### config.mk
export PLATFORM = sky130hd
export DESIGN_NAME = cls_logic_cells
export DESIGN_NICKNAME = d
export VERILOG_FILES = /design/src/cls_pkg.sv /design/src/cls_logic_cells.sv
export SDC_FILE = /design/constraint.sdc
export NUM_CORES = 1
export LEC_CHECK = 0
export BUFFER_PORTS_ARGS = -buffer_cell sky130_fd_sc_hd__buf_2
export CORE_UTILIZATION = 59
export DETAILED_ROUTE_END_ITERATION = 10
export PLACE_DENSITY = 0.85
export SLEW_MARGIN = 5
export SYNTH_ARGS = -nofsm -noshare
export SYNTH_HDL_FRONTEND = slang
export SYNTH_SLANG_ARGS = --single-unit
### constraint.sdc
create_clock -name clk -period 6.1 [get_ports clk]
set_clock_uncertainty 0.2 [all_clocks]
set_input_delay 0.305 -clock clk [delete_from_list [all_inputs] [get_ports clk]]
set_output_delay 0.305 -clock clk [all_outputs]
set_load 0.05 [all_outputs]
### src/cls_pkg.sv
// Constants and types shared by the combination logic cell block
package cls_pkg;
   // Cell counts and widths
   localparam int CLS_PAIR_CELLS = 2;
   localparam int CLS_TRIPLE_CELLS = 8;
   localparam int CLS_SHIFT_BASE = 4;
   localparam int CLS_SHIFT_CELLS = 4;
   localparam int CLS_CHAIN_BITS = 8;
   localparam int CLS_LEN_W = 3;
   localparam int CLS_SYNC_W = 32;

   // Byte addresses of the shift chain contents
   localparam logic [7:0] CLS_CHAIN0_ADDR = 8'h88;
   localparam logic [7:0] CLS_CHAIN1_ADDR = 8'h8A;
   localparam logic [7:0] CLS_CHAIN2_ADDR = 8'h8C;
   localparam logic [7:0] CLS_CHAIN3_ADDR = 8'h8E;

   // Function code as held in configuration
   localparam logic [1:0] CLS_CODE_TABLE = 2'h0;
   localparam logic [1:0] CLS_CODE_STORE = 2'h1;
   localparam logic [1:0] CLS_CODE_SHIFT = 2'h2;

   // Values after reset
   localparam logic [7:0] CLS_RDATA_RST = 8'h00;
   localparam logic [7:0] CLS_CHAIN_RST = 8'h00;
   localparam logic CLS_OUT_RST = 1'b0;
   localparam logic CLS_LOADED_RST = 1'b0;

   // Decoded cell function, one-hot
   typedef enum logic [2:0] {
      CLS_FN_TABLE = 3'b001,
      CLS_FN_STORE = 3'b010,
      CLS_FN_SHIFT = 3'b100
   } cls_func_t;
endpackage

### src/cls_logic_cells.sv
// Eleven configurable table/storage/shift cells with host byte access
`timescale 1ns/100ps
module cls_logic_cells
   import cls_pkg::*;
#(
   parameter int CHAIN_BITS = cls_pkg::CLS_CHAIN_BITS
) (
   input wire logic clk,
   input wire logic arst_n,
   // Routed inputs from the routing matrix
   input wire logic [3:0] pairIn,
   input wire logic [23:0] tripleIn,
   input wire logic [3:0] quadIn,
   // Outputs back to the routing matrix
   output logic [1:0] pairOut,
   output logic [7:0] tripleOut,
   output logic quadOut,
   // Non-volatile configuration, static after power-up
   input wire logic [7:0] nvmPairTruth,
   input wire logic [1:0] nvmPairStore,
   input wire logic [1:0] nvmPairLatch,
   input wire logic [63:0] nvmTripleTruth,
   input wire logic [15:0] nvmTripleFunc,
   input wire logic [7:0] nvmTripleLatch,
   input wire logic [7:0] nvmTriplePolarity,
   input wire logic [7:0] nvmTriplePreset,
   input wire logic [3:0] nvmShiftInvert,
   input wire logic [11:0] nvmShiftLength,
   input wire logic [31:0] nvmShiftInit,
   input wire logic [10:0] nvmStoreInit,
   input wire logic [15:0] nvmQuadTruth,
   input wire logic nvmQuadStore,
   input wire logic nvmQuadLatch,
   input wire logic nvmQuadPolarity,
   input wire logic nvmQuadPreset,
   // Byte access from the serial interface controller
   input wire logic hostWrite,
   input wire logic hostRead,
   input wire logic [7:0] hostAddr,
   input wire logic [7:0] hostWdata,
   output logic [7:0] hostRdata,
   output logic hostRdValid
);
   import cls_pkg::*;

   if (CHAIN_BITS != CLS_CHAIN_BITS) begin : gBadChain
      $error("cls_logic_cells: CHAIN_BITS must equal 8 for a 3-bit length select");
   end

   ////////////////////////////////////////////////////////////////////////////
   // Functions

   function automatic logic tablePick(input logic [15:0] truth, input logic [3:0] idx);
      return truth[idx];
   endfunction

   function automatic logic storeStep(input logic latchSel, input logic clkNow,
                                      input logic clkPrev, input logic d, input logic q);
      logic r;
      r = q;
      if (latchSel) begin
         if (!clkNow) begin
            r = d;
         end
      end else if (clkNow && !clkPrev) begin
         r = d;
      end
      return r;
   endfunction

   function automatic logic clearOn(input logic polHigh, input logic level);
      return polHigh ? level : !level;
   endfunction

   function automatic cls_func_t funcDecode(input logic [1:0] code, input logic shiftOk);
      cls_func_t f;
      unique case (code)
         CLS_CODE_TABLE: f = CLS_FN_TABLE;
         CLS_CODE_STORE: f = CLS_FN_STORE;
         CLS_CODE_SHIFT: f = shiftOk ? CLS_FN_SHIFT : CLS_FN_STORE;
         default: f = CLS_FN_TABLE;
      endcase
      return f;
   endfunction

   // Returns {hit, chain index}
   function automatic logic [2:0] chainSlot(input logic [7:0] addr);
      logic [2:0] s;
      s = 3'h0;
      unique case (addr)
         CLS_CHAIN0_ADDR: s = 3'h4;
         CLS_CHAIN1_ADDR: s = 3'h5;
         CLS_CHAIN2_ADDR: s = 3'h6;
         CLS_CHAIN3_ADDR: s = 3'h7;
         default: s = 3'h0;
      endcase
      return s;
   endfunction

   ////////////////////////////////////////////////////////////////////////////
   // Input synchronisers

   logic [CLS_SYNC_W-1:0] syncA;
   logic [CLS_SYNC_W-1:0] syncB;
   logic [CLS_SYNC_W-1:0] syncPrev;

   always_ff @(posedge clk or negedge arst_n) begin
      if (!arst_n) begin
         syncA <= '0;
         syncB <= '0;
         syncPrev <= '0;
      end else begin
         syncA <= {quadIn, tripleIn, pairIn};
         syncB <= syncA;
         syncPrev <= syncB;
      end
   end

   logic [3:0] pairS;
   logic [3:0] pairP;
   logic [23:0] tripleS;
   logic [23:0] tripleP;
   logic [3:0] quadS;
   logic [3:0] quadP;

   assign pairS = syncB[3:0];
   assign pairP = syncPrev[3:0];
   assign tripleS = syncB[27:4];
   assign tripleP = syncPrev[27:4];
   assign quadS = syncB[31:28];
   assign quadP = syncPrev[31:28];

   ////////////////////////////////////////////////////////////////////////////
   // Configuration capture after reset release

   logic loaded;
   logic [7:0] pairTruth;
   logic [1:0] pairStore;
   logic [1:0] pairLatch;
   logic [63:0] tripleTruth;
   cls_func_t tripleFunc [CLS_TRIPLE_CELLS];
   logic [7:0] tripleLatch;
   logic [7:0] triplePol;
   logic [7:0] triplePreset;
   logic [3:0] shiftInvert;
   logic [11:0] shiftLength;
   logic [15:0] quadTruth;
   logic quadStore;
   logic quadLatch;
   logic quadPol;
   logic quadPreset;

   always_ff @(posedge clk or negedge arst_n) begin
      if (!arst_n) begin
         loaded <= CLS_LOADED_RST;
         pairTruth <= '0;
         pairStore <= '0;
         pairLatch <= '0;
         tripleTruth <= '0;
         for (int c = 0; c < CLS_TRIPLE_CELLS; c++) begin
            tripleFunc[c] <= CLS_FN_TABLE;
         end
         tripleLatch <= '0;
         triplePol <= '0;
         triplePreset <= '0;
         shiftInvert <= '0;
         shiftLength <= '0;
         quadTruth <= '0;
         quadStore <= 1'b0;
         quadLatch <= 1'b0;
         quadPol <= 1'b0;
         quadPreset <= 1'b0;
      end else if (!loaded) begin
         loaded <= 1'b1;
         pairTruth <= nvmPairTruth;
         pairStore <= nvmPairStore;
         pairLatch <= nvmPairLatch;
         tripleTruth <= nvmTripleTruth;
         for (int c = 0; c < CLS_TRIPLE_CELLS; c++) begin
            tripleFunc[c] <= funcDecode(nvmTripleFunc[c*2 +: 2], c >= CLS_SHIFT_BASE);
         end
         tripleLatch <= nvmTripleLatch;
         triplePol <= nvmTriplePolarity;
         triplePreset <= nvmTriplePreset;
         shiftInvert <= nvmShiftInvert;
         shiftLength <= nvmShiftLength;
         quadTruth <= nvmQuadTruth;
         quadStore <= nvmQuadStore;
         quadLatch <= nvmQuadLatch;
         quadPol <= nvmQuadPolarity;
         quadPreset <= nvmQuadPreset;
      end
   end

   ////////////////////////////////////////////////////////////////////////////
   // Plain storage cells: pairs, triples 0..3, quad

   logic [1:0] pairQ;
   logic [3:0] tripleQ;
   logic quadQ;

   always_ff @(posedge clk or negedge arst_n) begin
      if (!arst_n) begin
         pairQ <= '0;
         tripleQ <= '0;
         quadQ <= 1'b0;
      end else if (!loaded) begin
         pairQ <= nvmStoreInit[1:0];
         tripleQ <= nvmStoreInit[5:2];
         quadQ <= nvmStoreInit[10];
      end else begin
         for (int c = 0; c < CLS_PAIR_CELLS; c++) begin
            // IN0 is clock, IN1 is data, no clear input
            pairQ[c] <= storeStep(pairLatch[c], pairS[c*2], pairP[c*2],
                                  pairS[c*2+1], pairQ[c]);
         end
         for (int c = 0; c < CLS_SHIFT_BASE; c++) begin
            if (clearOn(triplePol[c], tripleS[c*3+2])) begin
               tripleQ[c] <= triplePreset[c];
            end else begin
               tripleQ[c] <= storeStep(tripleLatch[c], tripleS[c*3], tripleP[c*3],
                                       tripleS[c*3+1], tripleQ[c]);
            end
         end
         if (clearOn(quadPol, quadS[2])) begin
            quadQ <= quadPreset;
         end else begin
            quadQ <= storeStep(quadLatch, quadS[0], quadP[0], quadS[1], quadQ);
         end
      end
   end

   ////////////////////////////////////////////////////////////////////////////
   // Shift chains, also used as storage in the shift-capable cells

   logic [CHAIN_BITS-1:0] chain [CLS_SHIFT_CELLS];
   logic [2:0] wrSlot;
   logic [2:0] rdSlot;

   assign wrSlot = chainSlot(hostAddr);
   assign rdSlot = wrSlot;

   always_ff @(posedge clk or negedge arst_n) begin
      if (!arst_n) begin
         for (int s = 0; s < CLS_SHIFT_CELLS; s++) begin
            chain[s] <= CLS_CHAIN_RST;
         end
      end else if (!loaded) begin
         for (int s = 0; s < CLS_SHIFT_CELLS; s++) begin
            chain[s] <= nvmShiftInit[s*8 +: 8];
         end
      end else begin
         for (int s = 0; s < CLS_SHIFT_CELLS; s++) begin
            int c;
            logic ck;
            logic cp;
            logic d;
            logic oneBit;
            c = s + CLS_SHIFT_BASE;
            ck = tripleS[c*3];
            cp = tripleP[c*3];
            d = tripleS[c*3+1];
            oneBit = (tripleFunc[c] == CLS_FN_STORE) || (shiftLength[s*3 +: 3] == 3'h0);
            if (tripleFunc[c] != CLS_FN_TABLE && clearOn(triplePol[c], tripleS[c*3+2])) begin
               chain[s] <= {CHAIN_BITS{triplePreset[c]}};
            end else if (hostWrite && wrSlot[2] && wrSlot[1:0] == s[1:0]) begin
               chain[s] <= hostWdata;
            end else if (tripleFunc[c] != CLS_FN_TABLE && oneBit) begin
               // Store function or length one: single storage bit at the MSB
               chain[s][CHAIN_BITS-1] <= storeStep(tripleLatch[c], ck, cp, d,
                                                   chain[s][CHAIN_BITS-1]);
            end else if (tripleFunc[c] == CLS_FN_SHIFT && ck && !cp) begin
               chain[s] <= {d, chain[s][CHAIN_BITS-1:1]};
            end
         end
      end
   end

   // Read snapshot taken on the internal clock, unrelated to the chain clock
   always_ff @(posedge clk or negedge arst_n) begin
      if (!arst_n) begin
         hostRdata <= CLS_RDATA_RST;
         hostRdValid <= 1'b0;
      end else begin
         hostRdValid <= hostRead;
         if (hostRead) begin
            hostRdata <= rdSlot[2] ? chain[rdSlot[1:0]] : CLS_RDATA_RST;
         end
      end
   end

   ////////////////////////////////////////////////////////////////////////////
   // Output selection, registered

   logic [1:0] next_pairOut;
   logic [7:0] next_tripleOut;
   logic next_quadOut;

   always_comb begin
      for (int c = 0; c < CLS_PAIR_CELLS; c++) begin
         next_pairOut[c] = pairStore[c] ? pairQ[c]
            : tablePick({12'h000, pairTruth[c*4 +: 4]},
                        {2'b00, pairS[c*2+1], pairS[c*2]});
      end
      for (int c = 0; c < CLS_TRIPLE_CELLS; c++) begin
         logic tab;
         logic st;
         tab = tablePick({8'h00, tripleTruth[c*8 +: 8]},
                         {1'b0, tripleS[c*3+2], tripleS[c*3+1], tripleS[c*3]});
         st = 1'b0;
         if (c < CLS_SHIFT_BASE) begin
            st = tripleQ[c[1:0]];
         end else if (tripleFunc[c] == CLS_FN_SHIFT) begin
            // Chain end is the bit length-1 places below the MSB
            st = chain[c-CLS_SHIFT_BASE][3'(CHAIN_BITS - 1) - shiftLength[(c-4)*3 +: 3]];
         end else begin
            st = chain[c-CLS_SHIFT_BASE][CHAIN_BITS-1];
         end
         next_tripleOut[c] = (tripleFunc[c] == CLS_FN_TABLE) ? tab : st;
         if (c >= CLS_SHIFT_BASE) begin
            next_tripleOut[c] = next_tripleOut[c] ^ shiftInvert[c-CLS_SHIFT_BASE];
         end
      end
      next_quadOut = quadStore ? quadQ : tablePick(quadTruth, quadS);
   end

   always_ff @(posedge clk or negedge arst_n) begin
      if (!arst_n) begin
         pairOut <= {CLS_PAIR_CELLS{CLS_OUT_RST}};
         tripleOut <= {CLS_TRIPLE_CELLS{CLS_OUT_RST}};
         quadOut <= CLS_OUT_RST;
      end else if (loaded) begin
         pairOut <= next_pairOut;
         tripleOut <= next_tripleOut;
         quadOut <= next_quadOut;
      end
   end
endmodule

==> summary.md, run 1 <==
| Metric | Value |
|---|---|
| Longest Clk Path Bufs | `3` |
| Routed vias | `10600` |
| Clock buffer count from CTS | `30` |
| Avg Vias per Cell | `6.01` |
| Routed Antenna Nets | `0` |
| Fmax | `0.299 GHz` |
| Slowest stage delay, CP | `0.94 ns` |
| DP Wirelength | `20.9 mm` |
| Final Hold Slack | `0.0320 ns` |
| Final setup violation count | `0` |
| Grt ovf | `0` |
| Largest net degree at the start of global routing | `123` |
| Top-count cell post-synth | `dfrtp_1` |
| Cell taking the most area after synthesis | `dfrtp_1` |
| Post-CTS Repair Setup Buffers | `0` |
| YS warnings | `0` |
| Root Buffer | `clkbuf_16` |
| EDFF count, synth | `0` |
| Fraction of registers with async set/reset | `100%` |
| Drt drc | `0` |
| Crit path DAT | `3.59 ns` |
| Max-slew violations | `0` |
| Std-Cell Core Area | `0.0213 mm^2` |
| Reg2reg path depth | `4` |
| Leak | `7.97 nW` |
| Synthesized instance count | `980` |
| Initial antenna violation count | `1` |
| Wirelength, routed | `38.9 mm` |
| Crit path capture | `chain[31]` |
| Crit-path max FO | `41` |
| Critical path class | `reg -> reg` |
| R2r endpoint | `chain[31]` |
| IO buf count | `262` |
| CP Cell Sequence | `clkinv_1 > nor4b_4 > o21ai_1 > mux2_1` |
| Post-Syn Area | `0.0130 mm^2` |
| Initial drt markers | `931` |
| Worst-margin pin slew | `1.18 ns` |
| Post-CTS sizing | `0` |
| Slew HR | `21.4%` |
| Worst-path clk slew | `0.06 ns` |
| Most common library cells after synthesis | `dfrtp_1 (283), mux2_2 (163), inv_1 (44)` |
| Clk sink count | `291` |
| RR Startpoint | `loaded` |
| Crit start category | `flop` |
| Crit-path slowest cell | `nor4b_4` |
| Drt pass-1 iters | `7` |
| Switching pwr | `1.44 mW` |
| Clock power frac | `37.4%` |
| Final hold vios | `0` |
| Nets@finish | `1711` |
| Post-Route Utilization | `83.5%` |
| Clock latency at the later pin of the worst-skew pair | `0.56 ns` |
| Netlist cell types | `78` |
| Syn Nets | `1235` |
| Element type at the critical path end | `flop` |
| Worst setup startpoint | `loaded` |
| Initial Utilization | `60.9%` |
| Run status | `finished clean` |
| RD Place Congestion | `0.932` |
| CTS Hold Bufs | `221` |
| Seq/Total Area, Yosys | `56.2%` |
| Die Area | `0.0226 mm^2` |
| Worst Hold Class | `in -> reg` |
| MaxCap Viol Count | `0` |
| Tot Pwr | `5.25 mW` |
| Logic gate share of total power | `18.0%` |
| Power density cells | `295 mW/mm^2` |
| Post-synth top area share | `54.6%` |
| Internal | `3.81 mW` |
| RSZ-0062 raised after global routing | `false` |
| Switching Fraction | `27.5%` |
| Area Overhead vs Synth | `37.0%` |
| Min Tclk post-route | `3.35 ns` |
| Synth top area cells | `dfrtp_1 (55%), mux2_2 (14%), mux4_2 (4.5%), mux2i_1 (2.7%), a21oi_1 (1.6%)` |
| CTS HTree Levels | `1` |
| Die Height | `150 um` |
| #FFs+latches synth | `291` |
| Final TNS setup | `0 ns` |
| CTS tree | `done` |
| Flop pwr share | `44.6%` |
| Req. time, crit path | `6.34 ns` |
| Average wire per standard cell | `22.1 um` |
| I/O pin cnt | `267` |
| Layout cells sized above 1 | `36.6%` |
| Synth Area per Inst | `13.2 um^2` |
| First-pass GRT wire length | `60.6 mm` |
| GRT Total Usage | `35.4%` |
| Final period util | `54.9%` |
| Main synth FF type | `dfrtp_1` |
| Worst vdd ir | `304 uV` |
| R2r setup slk | `2.75 ns` |
| Vias in the first global route | `11600` |
| Die width | `150 um` |
| Std-Cell Rows | `53` |
## cell usage in the layout (no fill, tap or decap), types with 4 or more instances in the layout
cell type / instances
dlygate4sd3_1: 221
buf_2: 261
inv_1: 44
buf_4: 7
dfrtp_1: 282
nor4_1: 4
clkbuf_8: 12
a2bb2oi_1: 7
nor2_1: 40
nand3_1: 20
mux4_2: 26
a21oi_1: 42
nor2b_1: 19
xnor2_1: 6
a211oi_1: 7
a222oi_1: 8
or4_1: 7
nand2b_1: 5
o21ai_0: 28
a31oi_1: 12
clkbuf_1: 4
clkbuf_16: 30
nor3b_1: 6
clkinv_2: 4
ha_1: 8
mux2i_1: 35
o22ai_1: 8
a21o_1: 17
o32a_1: 11
mux2_2: 163
o311ai_0: 10
xor2_1: 7
dfstp_2: 8
nand2_1: 29
## power groups by stage
| stage | clock network [mW] | registers, mW | logic [mW] |
|---|---|---|---|
| final | 1.96 | 2.34 | 0.944 |
| after global routing | 2.06 | 2.36 | 1.01 |
| after CTS | 1.97 | 2.32 | 0.902 |
| after detailed placement | 0 | 2.35 | 0.777 |
| after global placement | 0 | 2.33 | 0.751 |
| after floorplan | 0 | 2.34 | 0.490 |
## worst min path at each step
stage	to	startpoint	cells after the start	slack [ns]
2_1_floorplan	chain[0]	arst_n	0	-0.19
3_3_place_gp	syncB[8]	syncA[8]	0	0.13
3_5_place_dp	syncB[28]	syncA[28]	0	0.13
4_1_cts	chain[22]	nvmShiftInit[14]	4	0.005
5_1_grt	pairQ[1]	nvmStoreInit[1]	4	0.04
6_report	chain[22]	nvmShiftInit[14]	4	0.03
## worst max-delay path, delay by kind of cell (launching register included)
| family | cells | cell delay [ns] |
|---|---|---|
| AO/OA/AOI/OAI | 1 | 0.16 |
| buffers and inverters | 1 | 0.83 |
| flip-flops | 1 | 0.75 |
| multiplexers | 1 | 0.34 |
| AND/OR/NAND/NOR | 1 | 0.94 |
## flip-flops by register name, indices dropped and copies added (netlist names), 2 cells and up
register and flops:
pairLatch 2, tripleOut 8, chain 32, hostRdata 8, tripleTruth 64, pairOut 2
pairStore 2, tripleFunc 20, triplePreset 8, tripleQ 4, tripleLatch 8, quadTruth 16
shiftInvert 4, shiftLength 12, syncA 32, triplePol 8, syncB 32, pairQ 2
syncPrev 11, pairTruth 8
## through the flow
step | setup WS (ns) | instance area (um^2) | cells
finish | 2.75 | 17800 | 1758
global route | 2.48 | 17800 | 1755
CTS | 2.79 | 17800 | 1755
detailed placement | 2.82 | 14500 | 1478
global placement | 2.86 | 14500 | 1478
floorplan | 3.97 | 13000 | 980
## cells by family after synthesis
family | after synthesis | share of synthesized area [%]
AND/OR/NAND/NOR | 162 | 7.08
other | 1 | 0.0289
AO/OA/AOI/OAI | 188 | 10.4
flip-flops | 291 | 56.2
multiplexers | 226 | 21.7
buffers and inverters | 91 | 2.97
adder cells (fa/ha/maj) | 8 | 0.772
XOR/XNOR | 13 | 0.878
## layer usage
layer	part of all wire, %	vias up	track usage (%)	wire (um)
li1	-	4583	-	-
met1	36	5228	40.5	13900
met2	52	590	63.4	20200
met3	7.2	165	7.03	2790
met4	5.2	0	16.7	2030
met5	0	-	0	0
## layout make-up
type	instances	area, um^2
inverters	45	169
clock inverters	10	143
repair buffers	490	3590
well taps	275	344
multi-input cells	598	5290
diodes	3	7.51
clock buffers	46	931
fillers	1027	3520
flip-flops and latches	291	7300
Note: power is estimated with default switching activity, not from simulation.
==> run 2, diff against run 1 <==
--- a/config.mk
+++ b/config.mk
@@ -6,9 +6,9 @@
 export NUM_CORES = 1
 export LEC_CHECK = 0
 export BUFFER_PORTS_ARGS = -buffer_cell sky130_fd_sc_hd__buf_2
-export CORE_UTILIZATION = 59
+export CORE_UTILIZATION = 55
 export DETAILED_ROUTE_END_ITERATION = 10
-export PLACE_DENSITY = 0.85
+export PLACE_DENSITY = 0.8
 export SLEW_MARGIN = 5
 export SYNTH_ARGS = -nofsm -noshare
 export SYNTH_HDL_FRONTEND = slang
==> constraint.sdc (replaced) <==
create_clock -name clk -period 3.2 [get_ports clk]
set_clock_uncertainty 0.2 [all_clocks]
set_input_delay 0.16 -clock clk [delete_from_list [all_inputs] [get_ports clk]]
set_output_delay 0.16 -clock clk [all_outputs]
set_load 0.05 [all_outputs]
==> summary.md, run 2 (same netlist as run 1, synthesis figures left out) <==
| Metric | Value |
|---|---|
| I/O pin cnt | `267` |
| Leak | `8.19 nW` |
| Std-Cell Core Area | `0.0228 mm^2` |
| MaxCap Viol Count | `0` |
| Post-CTS Repair Setup Buffers | `0` |
| Register with the most flip-flops | `tripleTruth` |
| Max reg flops | `64` |
| Slew HR | `45.8%` |
| Crit path DAT | `3.33 ns` |
| Routed vias | `10600` |
| Clk sink count | `291` |
| Routed Antenna Nets | `0` |
| Met2 Usage GRT | `57.9%` |
| Area Overhead vs Synth | `41.3%` |
| Placed cell areas | `0.0146 mm^2` |
| Average wire per standard cell | `21.0 um` |
| Final Hold Slack | `-0.00573 ns` |
| Worst Hold Class | `in -> reg` |
| Commonest non-fill, non-tap cell in the layout | `dfrtp_1` |
| GRT busiest layer | `met2` |
| Element type at the critical path end | `flop` |
| Final Cell Area | `0.0183 mm^2` |
| Nets@finish | `1755` |
| Clock buffer count from CTS | `30` |
| CTS tree | `done` |
| First-pass GRT wire length | `60.6 mm` |
| Final setup violation count | `0` |
| Final hold vios | `1` |
| Met1 usage | `38.3%` |
| CP Cell Sequence | `dlygate4sd3_1 > buf_2 > nor2_1 > and4_1 > nor4b_4 > a21o_1 > a2bb2oi_1 > dlygate4sd3_1` |
| Initial Utilization | `56.8%` |
| Switching Fraction | `26.7%` |
| Worst-path clk slew | `0.06 ns` |
| Switching pwr | `2.74 mW` |
| Met3 GRT Util | `5.06%` |
| Std-Cell Rows | `55` |
| Multi-input gate area in the final layout | `0.00530 mm^2` |
| Wirelength, routed | `38.7 mm` |
| Initial drt markers | `876` |
| Avg Vias per Cell | `5.78` |
| Register Area | `0.00730 mm^2` |
| Post-Route Utilization | `80.2%` |
| Root Buffer | `clkbuf_16` |
| Run status | `finished with violations` |
| Worst vdd ir | `625 uV` |
| Drt pass-1 iters | `6` |
| Initial antenna violation count | `5` |
| Die Area | `0.0242 mm^2` |
| Crit path buf inv count | `3` |
| Min Tclk post-route | `3.05 ns` |
| Most frequent cells in the layout | `dfrtp_1 (282), buf_2 (261), dlygate4sd3_1 (256)` |
| Die Height | `156 um` |
| Req. time, crit path | `3.48 ns` |
| Logic gate share of total power | `18.6%` |
| Top Family by Delay on Critical Path | `simple AND/OR/NAND/NOR gates` |
| Worst-margin pin slew | `0.809 ns` |
| Longest Clk Path Bufs | `3` |
| Clock latency at the later pin of the worst-skew pair | `0.57 ns` |
| RD Place Congestion | `0.911` |
| Crit start category | `input pin` |
| Drt drc | `0` |
| Grt ovf | `0` |
| Flop pwr share | `43.3%` |
| Fmax | `0.328 GHz` |
| GRT Total Usage | `32.5%` |
| RSZ-0062 raised after global routing | `false` |
| Tot Pwr | `10.3 mW` |
| Largest net degree at the start of global routing | `96` |
| Final period util | `95.3%` |
| Power density cells | `560 mW/mm^2` |
| Filler cells | `1239` |
| Slowest stage delay, CP | `0.80 ns` |
| Internal | `7.52 mW` |
| CTS HTree Levels | `1` |
| Layout cells sized above 1 | `35.9%` |
| Max-slew violations | `0` |
| Violated checks | `negative hold slack` |
| Crit-path max FO | `15` |
| Critical path class | `in -> reg` |
| IO buf count | `262` |
| Vias in the first global route | `11500` |
| DP Wirelength | `21.3 mm` |
| Final TNS setup | `0 ns` |
| Clock power frac | `38.1%` |
| Most frequent CP cell | `dlygate4sd3_1` |
| Crit-path slowest cell | `nor4b_4` |
| Die width | `156 um` |
-- run 2: cell types whose count changed in the layout (fill, tap and decap cells not counted), moves of 2 or more --
cell | before | now
buf_12 | 0 | 4
bufinv_16 | 3 | 7
dlygate4sd3_1 | 221 | 256
buf_4 | 7 | 12
clkbuf_8 | 12 | 5
diode_2 | 3 | 5
clkbuf_1 | 4 | 8
-- run 2: area by class of cell --
| type | instances | share of cell area (%) |
|---|---|---|
| flip-flops and latches | 291 | 39.8 |
| inverters | 45 | 0.922 |
| diodes | 5 | 0.0683 |
| well taps | 313 | 2.14 |
| repair buffers | 534 | 22.1 |
| multi-input cells | 598 | 28.9 |
| clock inverters | 13 | 1.39 |
| clock buffers | 43 | 4.64 |
-- run 2: worst paths after layout --
path | cells after the start | end | startpoint | slack (ns)
max | 8 | chain[26] | hostAddr[2] | 0.15
min | 4 | chain[18] | hostWdata[2] | -0.006
max in group asynchronous | 3 | syncB[14] | arst_n | 1.97
max reg2reg | 7 | chain[26] | tripleFunc[9] | 0.25
min reg2reg | 0 | syncB[0] | syncA[0] | 0.14
min in group asynchronous | 2 | tripleTruth[37] | arst_n | 0.01
-- run 2: timing repair --
action | in CTS | in global routing
endpoints found under the hold margin | 523 | 0
endpoints found under the setup margin | 0 | 1
hold buffers | 256 | 0
gates resized for setup | 0 | 1
-- run 2: worst register-to-register path, cell delays in order, from the launching register on --
cell and delay (ns):
dfstp_2 0.55, nand2b_1 0.11, o21ai_0 0.19, buf_4 0.22, nor4b_4 0.69, a21o_1 0.17
a2bb2oi_1 0.16, dlygate4sd3_1 0.59
-- run 2: per-layer routing --
metal	share of wire, %	up-vias
li1	-	4684
met1	36	5267
met2	52	549
met3	6.8	147
met4	4.8	0
met5	0	-
-- run 2: power by group through the flow --
| stage | logic, mW | clock network, mW | registers [mW] |
|---|---|---|---|
| after floorplan | 0.933 | 0 | 4.46 |
| after global placement | 1.45 | 0 | 4.45 |
| after detailed placement | 1.50 | 0 | 4.47 |
| after CTS | 1.84 | 3.89 | 4.41 |
| after global routing | 2.05 | 4.07 | 4.48 |
| final | 1.91 | 3.91 | 4.45 |
-- run 2: metrics by stage --
step / setup slack [ns] / instances
global route: 0.0240 / 1842
finish: 0.149 / 1842
detailed placement: 0.600 / 1525
CTS: 0.199 / 1837
global placement: 0.706 / 1525
floorplan: 1.07 / 980
==> run 3, diff against run 2 <==
--- a/config.mk
+++ b/config.mk
@@ -9,6 +9,7 @@
 export CORE_UTILIZATION = 55
 export DETAILED_ROUTE_END_ITERATION = 10
 export PLACE_DENSITY = 0.8
+export SKIP_CTS_REPAIR_TIMING = 1
 export SLEW_MARGIN = 5
 export SYNTH_ARGS = -nofsm -noshare
 export SYNTH_HDL_FRONTEND = slang
==> constraint.sdc (replaced) <==
create_clock -name clk -period 3.3 [get_ports clk]
set_clock_uncertainty 0.2 [all_clocks]
set_input_delay 0.165 -clock clk [delete_from_list [all_inputs] [get_ports clk]]
set_output_delay 0.165 -clock clk [all_outputs]
set_load 0.05 [all_outputs]
==> summary.md, run 3 (same netlist as run 1, synthesis figures left out) <==
| Metric | Value |
|---|---|
| Run status | `finished with violations` |
| Violated checks | `negative hold slack` |
| Final setup violation count | `0` |
| Final TNS setup | `0 ns` |
| Placed cells | `1524` |
| Largest net degree at the start of global routing | `89` |
| Vias in the first global route | `9242` |
| Fin cells | `1830` |
| Register with the most flip-flops | `tripleTruth` |
| Avg Vias per Cell | `5.67` |
| Clock power frac | `36.6%` |
| Max reg flops | `64` |
| Crit path DAT | `3.22 ns` |
| DP Wirelength | `21.0 mm` |
| Max-slew violations | `0` |
| Worst Hold Class | `in -> reg` |
| Leak | `8.13 nW` |
| Worst vdd ir | `528 uV` |
| Initial drt markers | `761` |
| Drt drc | `0` |
| Std-Cell Rows | `55` |
| Flop pwr share | `44.5%` |
| Worst-path clk slew | `0.07 ns` |
| Final period util | `90.0%` |
| Final Hold Slack | `-0.0390 ns` |
| CTS HTree Levels | `1` |
| Average wire per standard cell | `20.7 um` |
| Power density cells | `532 mW/mm^2` |
| Area Overhead vs Synth | `40.0%` |
| Root Buffer | `clkbuf_16` |
| I/O pin cnt | `267` |
| Switching pwr | `2.66 mW` |
| Most frequent CP cell | `dlygate4sd3_1` |
| CP Cell Sequence | `dlygate4sd3_1 > buf_2 > nor2_1 > and4_1 > nor4b_4 > buf_4 > a21o_1 > a2bb2oi_1 > dlygate4sd3_1` |
| Die Area | `0.0242 mm^2` |
| Routed vias | `10400` |
| First-pass GRT wire length | `47.2 mm` |
| GRT Total Usage | `25.0%` |
| Layout cells sized above 1 | `36.3%` |
| Grt ovf | `0` |
| Tot Pwr | `9.65 mW` |
| RD Place Congestion | `0.911` |
| Internal | `6.99 mW` |
| Logic gate share of total power | `18.9%` |
| Longest Clk Path Bufs | `3` |
| Final hold vios | `57` |
| Crit start category | `input pin` |
| Drt pass-1 iters | `5` |
| Routed Antenna Nets | `0` |
| Initial Utilization | `56.8%` |
| Crit-path max FO | `14` |
| Req. time, crit path | `3.55 ns` |
| Filler cells | `1283` |
| Std-Cell Core Area | `0.0228 mm^2` |
| Clock latency at the later pin of the worst-skew pair | `0.58 ns` |
| Most frequent cells in the layout | `dfrtp_1 (282), buf_2 (261), dlygate4sd3_1 (248)` |
| Critical path class | `in -> reg` |
| Fmax | `0.337 GHz` |
| Min Tclk post-route | `2.97 ns` |
| Commonest non-fill, non-tap cell in the layout | `dfrtp_1` |
| IO buf count | `262` |
| Nets@finish | `1746` |
| RSZ-0062 raised after global routing | `false` |
| Multi-input gate area in the final layout | `0.00529 mm^2` |
| MaxCap Viol Count | `0` |
| Slew HR | `28.4%` |
| Register Area | `0.00730 mm^2` |
| CTS tree | `done` |
| Die Height | `156 um` |
| Initial antenna violation count | `3` |
| Clk sink count | `291` |
| Worst-margin pin slew | `1.07 ns` |
| Switching Fraction | `27.6%` |
| Clock buffer count from CTS | `30` |
| Element type at the critical path end | `flop` |
| Wirelength, routed | `37.9 mm` |
| Slowest stage delay, CP | `0.64 ns` |
| Die width | `156 um` |
| Crit-path slowest cell | `and4_1` |
run 3: cell types whose count changed in the layout (fill, tap and decap cells not counted), moves of 2 or more:
cell / previous run / this run
clkbuf_1: 8 / 3
diode_2: 5 / 2
clkinv_4: 0 / 2
dlygate4sd3_1: 256 / 248
clkinv_2: 4 / 10
bufinv_16: 7 / 3
run 3: final timing paths:
path / startpoint / endpoint / slack, ns / cells after the start
min: hostAddr[4] / hostRdata[7] / -0.04 / 4
min reg2reg: syncA[15] / syncB[15] / 0.15 / 0
min in group asynchronous: arst_n / shiftLength[0] / -0.03 / 2
max: hostAddr[2] / chain[24] / 0.33 / 9
max reg2reg: loaded / chain[24] / 0.46 / 7
max in group asynchronous: arst_n / tripleFunc[18] / 2.06 / 3
run 3: power groups by stage:
stage / Combinational [mW] / Clock, mW / Sequential (mW)
4_1_cts: 1.48 / 3.54 / 4.27
3_5_place_dp: 1.46 / 0 / 4.33
3_3_place_gp: 1.42 / 0 / 4.31
6_report: 1.82 / 3.53 / 4.30
2_1_floorplan: 0.905 / 0 / 4.33
5_1_grt: 1.96 / 3.71 / 4.33
run 3: cell type report:
| type | count | share of cell area [%] |
|---|---|---|
| Clock inverter | 17 | 1.08 |
| Inverter | 45 | 0.930 |
| Timing Repair Buffer | 525 | 21.8 |
| Antenna cell | 2 | 0.0276 |
| Tap cell | 313 | 2.16 |
| Clock buffer | 39 | 4.65 |
| Multi-Input combinational cell | 598 | 29.1 |
| Sequential cell | 291 | 40.2 |
run 3: metal layers:
layer  track usage, %  wire length [um]  up-vias
met3             5.17              2410       96
li1                 -                 -     4654
met2             43.0             20300      433
met1             31.3             13800     5199
met4             8.92              1280        2
met5                0                13        -
run 3: worst max-delay path, delay by kind of cell:
| kind | cells | cell delay (ns) |
|---|---|---|
| buf+inv | 4 | 1.54 |
| compound gates | 2 | 0.33 |
| simple gates | 3 | 1.18 |
run 3: metrics by stage:
step,area [um^2],hold slack (ns),setup WS (ns),utilization (%)
finish,18200,-0.0390,0.332,79.5
global route,18200,0.0109,0.206,79.5
CTS,15700,-0.617,0.909,68.6
detailed placement,14600,-0.0144,0.868,64.0
global placement,14600,-0.0119,0.896,64.0
floorplan,13000,-0.331,1.17,-
